===== src/pkg/act_regs.svh =====
`ifndef ACT_REGS_SVH
`define ACT_REGS_SVH
// ****************************************
// widths and constants
// ****************************************
`define ACT_CNT_W 16
`define ACT_CH 4
`define ACT_DT_W 8
`define ACT_CNT_ZERO 16'h0000
`define ACT_CNT_ONE 16'h0001
`define ACT_DT_ZERO 8'h00
`define ACT_DT_ONE 8'h01
`define ACT_CH_ZERO 4'h0
`endif


===== src/pkg/act_pkg.sv =====
`include "act_regs.svh"
package act_pkg;
    // ****************************************
    // modes and states
    // ****************************************
    typedef enum logic [1:0] {
        ACT_MODE_UP = 2'h0,
        ACT_MODE_DOWN = 2'h1,
        ACT_MODE_CENTRE = 2'h2,
        ACT_MODE_ENCODER = 2'h3
    } act_mode_type;

    typedef enum logic [1:0] {
        ACT_SLAVE_OFF = 2'h0,
        ACT_SLAVE_RESET = 2'h1,
        ACT_SLAVE_GATE = 2'h2,
        ACT_SLAVE_START = 2'h3
    } act_slave_type;

    // gray path run -> force -> hold; hold -> run flips both bits
    typedef enum logic [1:0] {
        ACT_BRK_RUN = 2'h0,
        ACT_BRK_FORCE = 2'h1,
        ACT_BRK_HOLD = 2'h3
    } act_brk_type;

    typedef struct packed {
        logic brk_s1;
        logic brk_s2;
        logic trg_s1;
        logic trg_s2;
        logic trg_prev;
        logic [`ACT_CH-1:0] cap_s1;
        logic [`ACT_CH-1:0] cap_s2;
        logic [`ACT_CH-1:0] cap_prev;
        logic [`ACT_CNT_W-1:0] psc;
        logic [`ACT_CNT_W-1:0] cnt;
        logic dir;
        logic started;
        act_brk_type brk;
        logic [`ACT_CH-1:0][`ACT_CNT_W-1:0] cap_val;
        logic [`ACT_CH-1:0] pwm;
        logic [`ACT_CH-1:0] irq_cc;
        logic irq_upd;
        logic irq_brk;
        logic trig;
    } act_state_type;

    typedef struct packed {
        logic ref_prev;
        logic [`ACT_DT_W-1:0] cnt;
        logic main;
        logic comp;
    } act_dt_state_type;
endpackage


===== src/design/act_deadtime.sv =====
`timescale 1ns/1ps
`default_nettype none
`include "act_regs.svh"
module act_deadtime (
    input wire logic clk_i,
    input wire logic reset_i,
    input wire logic ref_i,
    input wire logic [`ACT_DT_W-1:0] dt_i,
    input wire logic force_i,
    input wire logic safe_main_i,
    input wire logic safe_comp_i,
    output logic main_o,
    output logic comp_o
);
    act_pkg::act_dt_state_type st_reg;
    act_pkg::act_dt_state_type st_next;

    always_comb begin
        st_next = st_reg;
        st_next.ref_prev = ref_i;
        if (force_i) begin
            // safe level wins; dead time reloads so release is clean
            st_next.main = safe_main_i;
            st_next.comp = safe_comp_i;
            st_next.cnt = dt_i;
        end else if (ref_i != st_reg.ref_prev) begin
            st_next.cnt = dt_i;
            st_next.main = (dt_i == `ACT_DT_ZERO) & ref_i;
            st_next.comp = (dt_i == `ACT_DT_ZERO) & ~ref_i;
        end else if (st_reg.cnt != `ACT_DT_ZERO) begin
            st_next.cnt = st_reg.cnt - `ACT_DT_ONE;
            st_next.main = (st_reg.cnt == `ACT_DT_ONE) & ref_i;
            st_next.comp = (st_reg.cnt == `ACT_DT_ONE) & ~ref_i;
        end else begin
            st_next.main = ref_i;
            st_next.comp = ~ref_i;
        end
    end

    always_ff @(posedge clk_i) begin
        if (reset_i) begin
            st_reg <= '0;
        end else begin
            st_reg <= st_next;
        end
    end

    assign main_o = st_reg.main;
    assign comp_o = st_reg.comp;

    // ****************************************
    // checks
    // ****************************************
    no_overlap_a: assert property (
        @(posedge clk_i) disable iff (reset_i)
        !$past(force_i) |-> !(main_o && comp_o))
        else $error("main and complement both on");
    dead_gap_a: assert property (
        @(posedge clk_i) disable iff (reset_i)
        (ref_i != st_reg.ref_prev) && !force_i && dt_i != `ACT_DT_ZERO
        |=> !main_o && !comp_o)
        else $error("no dead time after edge");
    brake_safe_a: assert property (
        @(posedge clk_i) disable iff (reset_i)
        force_i |=> main_o == $past(safe_main_i) &&
            comp_o == $past(safe_comp_i))
        else $error("outputs not at safe level");
endmodule
`default_nettype wire


===== src/design/act_timer.sv =====
// Operation
// - counter advances once per prescale factor, any value 1 to 65536.
// - external trigger can reset, gate or start the counter.
// - active brake forces all outputs to software safe levels.
// - each pair gives main and inverse with programmable dead time.
// - separate events for four channels, update and brake.
// - centre mode counts up then down with complementary outputs.
// - an instance with TRIGGER_EN set pulses its trigger output on each update.
// - sixteen-bit counter with four capture or compare channels.
`timescale 1ns/1ps
`default_nettype none
`include "act_regs.svh"
module act_timer #(
    parameter bit TRIGGER_EN = 1'b1
) (
    input wire logic clk_i,
    input wire logic reset_i,
    input wire logic enable_i,
    input wire logic [`ACT_CNT_W-1:0] prescale_i,
    input wire logic [`ACT_CNT_W-1:0] reload_i,
    input wire act_pkg::act_mode_type count_mode_i,
    input wire act_pkg::act_slave_type slave_mode_i,
    input wire logic [`ACT_CH*`ACT_CNT_W-1:0] compare_i,
    input wire logic [`ACT_CH-1:0] chan_output_i,
    input wire logic [`ACT_DT_W-1:0] deadtime_i,
    input wire logic [`ACT_CH-1:0] safe_main_i,
    input wire logic [`ACT_CH-1:0] safe_comp_i,
    input wire logic brake_rearm_i,
    input wire logic brake_input_i,
    input wire logic ext_trigger_i,
    input wire logic [`ACT_CH-1:0] capture_i,
    output logic [`ACT_CNT_W-1:0] count_o,
    output logic dir_o,
    output logic [`ACT_CH-1:0] pwm_o,
    output logic [`ACT_CH-1:0] pwm_n_o,
    output logic [`ACT_CH*`ACT_CNT_W-1:0] capture_value_o,
    output logic [`ACT_CH-1:0] event_cc_o,
    output logic event_update_o,
    output logic event_brake_o,
    output logic timer_trigger_output_o
);
    // ****************************************
    // state
    // ****************************************
    act_pkg::act_state_type st_reg;
    act_pkg::act_state_type st_next;
    logic trg_rise;
    logic run;
    logic tick;
    logic enc_a_chg;
    logic enc_b_chg;
    logic enc_up;
    logic enc_dn;
    logic force_safe;
    logic [`ACT_CH-1:0] cap_rise;

    function automatic logic [`ACT_CNT_W-1:0] ccr(
        input logic [`ACT_CH*`ACT_CNT_W-1:0] all,
        input integer idx
    );
        ccr = all[idx*`ACT_CNT_W +: `ACT_CNT_W];
    endfunction

    // edges only from second-stage flops, never the first
    assign trg_rise = st_reg.trg_s2 & ~st_reg.trg_prev;
    assign cap_rise = st_reg.cap_s2 & ~st_reg.cap_prev;
    assign run = enable_i
        & ~(slave_mode_i == act_pkg::ACT_SLAVE_GATE & ~st_reg.trg_s2)
        & ~(slave_mode_i == act_pkg::ACT_SLAVE_START & ~st_reg.started);
    assign tick = run & (st_reg.psc == prescale_i);
    assign enc_a_chg = st_reg.cap_s2[0] ^ st_reg.cap_prev[0];
    assign enc_b_chg = st_reg.cap_s2[1] ^ st_reg.cap_prev[1];
    assign enc_up = run & ((enc_a_chg & (st_reg.cap_s2[0] ^ st_reg.cap_s2[1]))
        | (enc_b_chg & ~(st_reg.cap_s2[0] ^ st_reg.cap_s2[1])));
    assign enc_dn = run & (enc_a_chg | enc_b_chg) & ~enc_up;
    // brake seen from the synchroniser directly saves a cycle
    assign force_safe = st_reg.brk_s2 | (st_reg.brk != act_pkg::ACT_BRK_RUN);

    // ****************************************
    // next state
    // ****************************************
    always_comb begin
        st_next = st_reg;
        st_next.brk_s1 = brake_input_i;
        st_next.brk_s2 = st_reg.brk_s1;
        st_next.trg_s1 = ext_trigger_i;
        st_next.trg_s2 = st_reg.trg_s1;
        st_next.trg_prev = st_reg.trg_s2;
        st_next.cap_s1 = capture_i;
        st_next.cap_s2 = st_reg.cap_s1;
        st_next.cap_prev = st_reg.cap_s2;
        st_next.irq_upd = 1'b0;
        st_next.irq_brk = 1'b0;
        if (!enable_i) begin
            st_next.started = 1'b0;
        end else if (slave_mode_i == act_pkg::ACT_SLAVE_START && trg_rise) begin
            st_next.started = 1'b1;
        end
        if (slave_mode_i == act_pkg::ACT_SLAVE_RESET && trg_rise) begin
            st_next.psc = `ACT_CNT_ZERO;
            st_next.cnt = (count_mode_i == act_pkg::ACT_MODE_DOWN) ?
                reload_i : `ACT_CNT_ZERO;
            st_next.dir = 1'b0;
        end else if (count_mode_i == act_pkg::ACT_MODE_ENCODER) begin
            // quadrature edges bypass the prescaler
            if (enc_up) begin
                st_next.dir = 1'b0;
                st_next.irq_upd = st_reg.cnt >= reload_i;
                st_next.cnt = (st_reg.cnt >= reload_i) ? `ACT_CNT_ZERO :
                    st_reg.cnt + `ACT_CNT_ONE;
            end else if (enc_dn) begin
                st_next.dir = 1'b1;
                st_next.irq_upd = st_reg.cnt == `ACT_CNT_ZERO;
                st_next.cnt = (st_reg.cnt == `ACT_CNT_ZERO) ? reload_i :
                    st_reg.cnt - `ACT_CNT_ONE;
            end
        end else if (run) begin
            st_next.psc = tick ? `ACT_CNT_ZERO :
                st_reg.psc + `ACT_CNT_ONE;
            if (tick) begin
                case (count_mode_i)
                    act_pkg::ACT_MODE_DOWN: begin
                        st_next.dir = 1'b1;
                        st_next.irq_upd = st_reg.cnt == `ACT_CNT_ZERO;
                        st_next.cnt = (st_reg.cnt == `ACT_CNT_ZERO) ?
                            reload_i : st_reg.cnt - `ACT_CNT_ONE;
                    end
                    act_pkg::ACT_MODE_CENTRE: begin
                        if (!st_reg.dir && st_reg.cnt >= reload_i) begin
                            st_next.dir = reload_i != `ACT_CNT_ZERO;
                            st_next.irq_upd = 1'b1;
                            st_next.cnt = (reload_i == `ACT_CNT_ZERO) ?
                                `ACT_CNT_ZERO : st_reg.cnt - `ACT_CNT_ONE;
                        end else if (st_reg.dir &&
                                st_reg.cnt == `ACT_CNT_ZERO) begin
                            st_next.dir = 1'b0;
                            st_next.irq_upd = 1'b1;
                            st_next.cnt = `ACT_CNT_ONE;
                        end else begin
                            st_next.cnt = st_reg.dir ?
                                st_reg.cnt - `ACT_CNT_ONE :
                                st_reg.cnt + `ACT_CNT_ONE;
                        end
                    end
                    default: begin
                        st_next.dir = 1'b0;
                        st_next.irq_upd = st_reg.cnt >= reload_i;
                        st_next.cnt = (st_reg.cnt >= reload_i) ?
                            `ACT_CNT_ZERO : st_reg.cnt + `ACT_CNT_ONE;
                    end
                endcase
            end
        end
        for (int i = 0; i < `ACT_CH; i++) begin
            if (chan_output_i[i]) begin
                st_next.pwm[i] = st_next.cnt < ccr(compare_i, i);
                st_next.irq_cc[i] = tick &
                    (st_reg.cnt == ccr(compare_i, i));
            end else begin
                st_next.pwm[i] = 1'b0;
                st_next.irq_cc[i] = cap_rise[i];
                if (cap_rise[i]) begin
                    st_next.cap_val[i] = st_reg.cnt;
                end
            end
        end
        st_next.trig = TRIGGER_EN & st_next.irq_upd;
        case (st_reg.brk)
            act_pkg::ACT_BRK_RUN: begin
                if (st_reg.brk_s2) begin
                    st_next.brk = act_pkg::ACT_BRK_FORCE;
                    st_next.irq_brk = 1'b1;
                end
            end
            act_pkg::ACT_BRK_FORCE: begin
                if (!st_reg.brk_s2) begin
                    st_next.brk = act_pkg::ACT_BRK_HOLD;
                end
            end
            act_pkg::ACT_BRK_HOLD: begin
                // outputs stay safe until software re-arms
                if (st_reg.brk_s2) begin
                    st_next.brk = act_pkg::ACT_BRK_FORCE;
                end else if (brake_rearm_i) begin
                    st_next.brk = act_pkg::ACT_BRK_RUN;
                end
            end
            default: begin
                st_next.brk = act_pkg::ACT_BRK_FORCE;
            end
        endcase
    end

    always_ff @(posedge clk_i) begin
        if (reset_i) begin
            st_reg <= '0;
        end else begin
            st_reg <= st_next;
        end
    end

    // ****************************************
    // complementary outputs
    // ****************************************
    for (genvar g = 0; g < `ACT_CH; g++) begin : g_pair
        act_deadtime u_dt (
            .clk_i(clk_i),
            .reset_i(reset_i),
            .ref_i(st_reg.pwm[g]),
            .dt_i(deadtime_i),
            .force_i(force_safe),
            .safe_main_i(safe_main_i[g]),
            .safe_comp_i(safe_comp_i[g]),
            .main_o(pwm_o[g]),
            .comp_o(pwm_n_o[g])
        );
    end

    if (TRIGGER_EN !== 1'b0 && TRIGGER_EN !== 1'b1) begin : g_chk
        $error("trigger enable must be 0 or 1");
    end

    assign count_o = st_reg.cnt;
    assign dir_o = st_reg.dir;
    assign capture_value_o = st_reg.cap_val;
    assign event_cc_o = st_reg.irq_cc;
    assign event_update_o = st_reg.irq_upd;
    assign event_brake_o = st_reg.irq_brk;
    assign timer_trigger_output_o = st_reg.trig;

    // ****************************************
    // checks
    // ****************************************
    psc_wrap_a: assert property (
        @(posedge clk_i) disable iff (reset_i)
        run && count_mode_i != act_pkg::ACT_MODE_ENCODER &&
        slave_mode_i != act_pkg::ACT_SLAVE_RESET && !tick
        |=> st_reg.psc == $past(st_reg.psc) + `ACT_CNT_ONE &&
            st_reg.cnt == $past(st_reg.cnt))
        else $error("counter moved between prescale ticks");
    slave_reset_a: assert property (
        @(posedge clk_i) disable iff (reset_i)
        slave_mode_i == act_pkg::ACT_SLAVE_RESET && trg_rise &&
        count_mode_i == act_pkg::ACT_MODE_UP
        |=> count_o == `ACT_CNT_ZERO)
        else $error("trigger did not reset counter");
    brake_enter_a: assert property (
        @(posedge clk_i) disable iff (reset_i)
        st_reg.brk == act_pkg::ACT_BRK_RUN && st_reg.brk_s2
        |=> event_brake_o ##1 st_reg.brk != act_pkg::ACT_BRK_RUN)
        else $error("brake not taken");
    capture_val_a: assert property (
        @(posedge clk_i) disable iff (reset_i)
        !chan_output_i[2] && cap_rise[2]
        |=> event_cc_o[2] &&
            capture_value_o[2*`ACT_CNT_W +: `ACT_CNT_W] == $past(count_o))
        else $error("capture value or event wrong");
    centre_turn_a: assert property (
        @(posedge clk_i) disable iff (reset_i)
        count_mode_i == act_pkg::ACT_MODE_CENTRE && tick && !dir_o &&
        count_o >= reload_i && reload_i != `ACT_CNT_ZERO &&
        slave_mode_i != act_pkg::ACT_SLAVE_RESET
        |=> dir_o && event_update_o)
        else $error("centre mode did not turn down");
    trig_out_a: assert property (
        @(posedge clk_i) disable iff (reset_i)
        event_update_o |-> timer_trigger_output_o == TRIGGER_EN)
        else $error("trigger output does not follow update");
    up_wrap_a: assert property (
        @(posedge clk_i) disable iff (reset_i)
        count_mode_i == act_pkg::ACT_MODE_UP && tick &&
        count_o == reload_i && slave_mode_i != act_pkg::ACT_SLAVE_RESET
        |=> count_o == `ACT_CNT_ZERO && event_update_o)
        else $error("up count did not wrap at reload");
    enc_step_a: assert property (
        @(posedge clk_i) disable iff (reset_i)
        count_mode_i == act_pkg::ACT_MODE_ENCODER && enc_dn &&
        count_o != `ACT_CNT_ZERO && slave_mode_i != act_pkg::ACT_SLAVE_RESET
        |=> count_o == $past(count_o) - `ACT_CNT_ONE && dir_o)
        else $error("encoder step down wrong");
endmodule
`default_nettype wire


===== config.mk =====
export PLATFORM = sky130hd
export DESIGN_NAME = act_timer
export DESIGN_NICKNAME = d
export VERILOG_FILES = /design/src/pkg/act_pkg.sv /design/src/design/act_deadtime.sv /design/src/design/act_timer.sv
export VERILOG_INCLUDE_DIRS = /design/src /design/src/pkg
export SDC_FILE = /design/constraint.sdc
export NUM_CORES = 1
export LEC_CHECK = 0
export ABC_AREA = 1
export BUFFER_PORTS_ARGS = -buffer_cell sky130_fd_sc_hd__buf_4
export CORE_MARGIN = 5
export CORE_UTILIZATION = 40
export CTS_BUF_LIST = sky130_fd_sc_hd__clkbuf_8
export CTS_CLUSTER_DIAMETER = 40
export CTS_CLUSTER_SIZE = 16
export DETAILED_ROUTE_END_ITERATION = 8
export PLACE_DENSITY = 0.67
export SYNTH_ARGS = -nofsm -noshare
export SYNTH_HDL_FRONTEND = slang
export SYNTH_SLANG_ARGS = --single-unit

===== constraint.sdc =====
create_clock -name clk_i -period 4.14 [get_ports clk_i]
set_clock_uncertainty 0.05 [all_clocks]
set_input_delay 0.414 -clock clk_i [delete_from_list [all_inputs] [get_ports clk_i]]
set_output_delay 0.414 -clock clk_i [all_outputs]
set_load 0.02 [all_outputs]

==> flow_metrics.env <==
export IMPL_status="finished clean"
export IMPL_cts_setup_buffers=0
export IMPL_synth_seq_cells=171
export IMPL_synth_compound_area_share_pct=18.76
export IMPL_drtIter0Drc=1201
export IMPL_r2r_cells=19
export IMPL_synth_area_um2=12710
export IMPL_grt_antenna_before_repair=1
export IMPL_swShare_pct=38.34
export IMPL_cp_max_fo=9
export IMPL_io_pins=226
export IMPL_synth_avg_cell_area_um2=6.831
export IMPL_r2r_setup_slack_ns=0.34
export IMPL_area_growth_pct=18.19
export IMPL_num_antenna_cells=0
export IMPL_layout_area_seq_um2=3430
export IMPL_period_share_pct=91.86
export IMPL_path_clk_slew_ns=0.10
export IMPL_cts_buffers=17
export IMPL_synth_xor_area_share_pct=5.721
export IMPL_largest_register_ffs=64
export IMPL_power_switching_mw=1.840
export IMPL_ant_nets=0
export IMPL_seqPwrFrac_pct=39.0
export IMPL_port_buffers=225
export IMPL_fin_cells=2446
export IMPL_max_freq_mhz=263.0
export IMPL_die_area_um2=35430
export IMPL_hold_class="input pin to flip-flop"
export IMPL_cp_arrival_ns=4.16
export IMPL_cts_sinks=171
export IMPL_vdd_drop_max_mv=0.1803
export IMPL_synthCells=1860
export IMPL_slew_headroom_pct=23.99
export IMPL_synth_edf_count=0
export IMPL_synth_warnings=0
export IMPL_synthArstFlopShare_pct=0
export IMPL_powerDensity_nw_per_um2=319.6
export IMPL_hold_start="capture_i[3]"
export IMPL_fin_nets=2253
export IMPL_synthSimpleGateAreaFrac_pct=24.58
export IMPL_vias=13461
export IMPL_finalMaxSlewViolations=0
export IMPL_critPathKind="flip-flop to flip-flop"
export IMPL_grt_max_degree=72
export IMPL_drv_cap=0
export IMPL_multi_input_area_um2=7423
export IMPL_dp_cells=2414
export IMPL_synth_adder_area_share_pct=9.060
export IMPL_dp_hpwl_mm=38.71
export IMPL_synthMuxAreaShare_pct=0.07878
export IMPL_utilization_pct=47.71
export IMPL_gp_congestion=1.036
export IMPL_setup_violations=0
export IMPL_routed_wl_mm=49.48
export IMPL_clock_path_buffers=2
export IMPL_die_x_um=188.2
export IMPL_rr_startpoint="count_o[5]"
export IMPL_start_kind="flip-flop"
export IMPL_core_um2=31470
export IMPL_rows=65
export IMPL_synthFlopType="dfxtp_1"
export IMPL_period_minus_slack_ns=3.803
export IMPL_syn_nets=2082
export IMPL_worstPathRequired_ns=4.50
export IMPL_worst_slew_pin_slew_ns=1.136
export IMPL_critPathCaptureType="flip-flop"
export IMPL_hold_path_cell_count=3
export IMPL_drt_pass1_iter_count=6
export IMPL_final_hold_violation_count=0
export IMPL_regToRegEndpoint="st_reg[7]"
export IMPL_start_util_pct=40.37
export IMPL_drc_errors=0
export IMPL_avgViaCountPerCell=5.503
export IMPL_seq_area_frac_synth_pct=26.94
export IMPL_wl_per_cell_um=20.23
export IMPL_gr_total_overflow=0
export IMPL_crit_start="count_o[5]"
export IMPL_clock_latency_ns=0.50
export IMPL_clockRootBuffer="clkbuf_8"
export IMPL_leakagePower_nw=7.192
export IMPL_h_tree_depth=4
export IMPL_fillers=3215
export IMPL_grt_pass1_wl_mm=74.44
export IMPL_grt_pass1_vias=12973
export IMPL_layout_drive_gt1_share_pct=19.86
export IMPL_die_y_um=188.2
export IMPL_p_comb_share_pct=35.9
export IMPL_min_to="st_next[118]"
export IMPL_grtUsageTotal_pct=26.81
export IMPL_rsz0062_at_grt="no"
export IMPL_ys_types=56
export IMPL_intPower_mw=2.959
export IMPL_synth_top_family_by_area="simple AND/OR/NAND/NOR gates"
export IMPL_clkPwrFrac_pct=25.1
export IMPL_cts_tree="built"
[layer usage]
layer / part of all wire, % / vias to the layer above / GRT usage (%) / wire (um)
met5: 0.026 / - / 0 / 13
met3: 9.6 / 105 / 7.336 / 4754
met2: 45 / 631 / 43.21 / 22290
met1: 42 / 6244 / 34.62 / 20800
li1: - / 6479 / - / -
met4: 3.3 / 2 / 9.373 / 1619
[through the flow]
stage	instance area [um2]	hold slack (ns)	TNS, ns	setup WS, ns	power [mW]
2_1_floorplan	12710	0.3383	0	0.6477	2.995
3_3_place_gp	14600	0.3409	-0.03711	-0.03229	3.570
3_5_place_dp	14600	0.3501	-0.08070	-0.05147	3.590
4_1_cts	14990	0.04917	0	0.1047	4.798
5_1_grt	15020	0.07597	0	0.008726	5.084
6_report	15020	0.08110	0	0.3370	4.800
[logic make-up (layout without fill, tap and decap cells)]
logic type | count (synthesis) | count (layout)
AO/OA/AOI/OAI | 407 | 407
multiplexers | 1 | 1
buffers and inverters | 404 | 588
adder cells (fa/ha/maj) | 92 | 92
AND/OR/NAND/NOR | 702 | 702
XOR/XNOR | 83 | 83
flip-flops | 171 | 171
[Yosys cell counts (10+ instances only)]
library cell / n / area, um2
o211ai_1: 16 / 120.1
a211oi_1: 19 / 142.6
xnor2_1: 20 / 175.2
nor4_1: 15 / 93.84
buf_4: 95 / 713.2
nand3_1: 85 / 425.4
o21ai_0: 94 / 470.5
ha_1: 92 / 1151
a21oi_1: 174 / 870.8
nor3_1: 31 / 155.2
inv_1: 218 / 818.3
nand2_1: 357 / 1340
buf_2: 10 / 50.05
xor2_1: 63 / 551.8
a31oi_1: 13 / 81.33
nor2_1: 129 / 484.2
dfxtp_1: 171 / 3423
o22ai_1: 31 / 193.9
clkbuf_1: 51 / 191.4
o2111ai_1: 22 / 192.7
nand4_1: 25 / 156.4
clkinv_1: 12 / 45.04
[placed cells by master, fill, tap and decap left out, drive strengths merged, types with 7 or more instances in the layout]
cell     instances
nand2          364
ha              92
buf            316
o2111ai         22
nor3            34
dfxtp          171
xnor2           20
a31oi           13
nand3           86
nor4            15
a21oi          174
o21ai           99
nor2           143
o211ai          16
a211oi          19
clkinv          17
a221oi           7
nand4           26
o22ai           31
clkbuf          17
inv            232
a2111oi          7
or2             14
xor2            63
nor3b           10
[cell type report]
class	count	area share [%]
Multi-Input combinational cell	1285	49.43
Clock inverter	15	1.008
Tap cell	402	3.349
Timing Repair Buffer	316	15.80
Clock buffer	17	1.558
Inverter	240	6.016
Sequential cell	171	22.84
[worst max-delay path, stage by stage (launching register included)]
cell	delay, ns
dfxtp_2	0.44
buf_4	0.23
inv_1	0.09
buf_4	0.18
nor4_1	0.27
nand2_1	0.14
nor2_2	0.14
nand3_1	0.10
xor2_1	0.31
or2_1	0.21
a21oi_1	0.08
nand2_1	0.08
nand2_1	0.04
nand2_1	0.11
nand2_1	0.22
ha_1	0.27
a2111oi_1	0.39
buf_4	0.18
o21ai_0	0.07
a21oi_1	0.12
[worst max path at each step]
stage,to,slack (ns),depth (start not counted)
3_3_place_gp,st_reg[7],-0.03,18
3_5_place_dp,st_reg[8],-0.05,18
5_1_grt,st_reg[7],0.009,26
2_1_floorplan,st_reg[8],0.65,21
4_1_cts,st_reg[8],0.10,18
6_report,st_reg[7],0.34,19
[power by group through the flow]
stage          Clock (mW)  Sequential (mW)  Combinational [mW]
6_report             1.20             1.87                1.72
3_3_place_gp            0             1.90                1.67
3_5_place_dp            0             1.91                1.68
4_1_cts              1.24             1.87                1.69
5_1_grt              1.29             1.89                1.90
2_1_floorplan           0             1.88                1.12
[timing repair]
action                                  4_1_cts  5_1_grt
endpoints found under the setup margin        2        4
hold buffers                                  0        0
resized for setup                             1       11
Note: power is estimated with default switching activity, not from simulation.
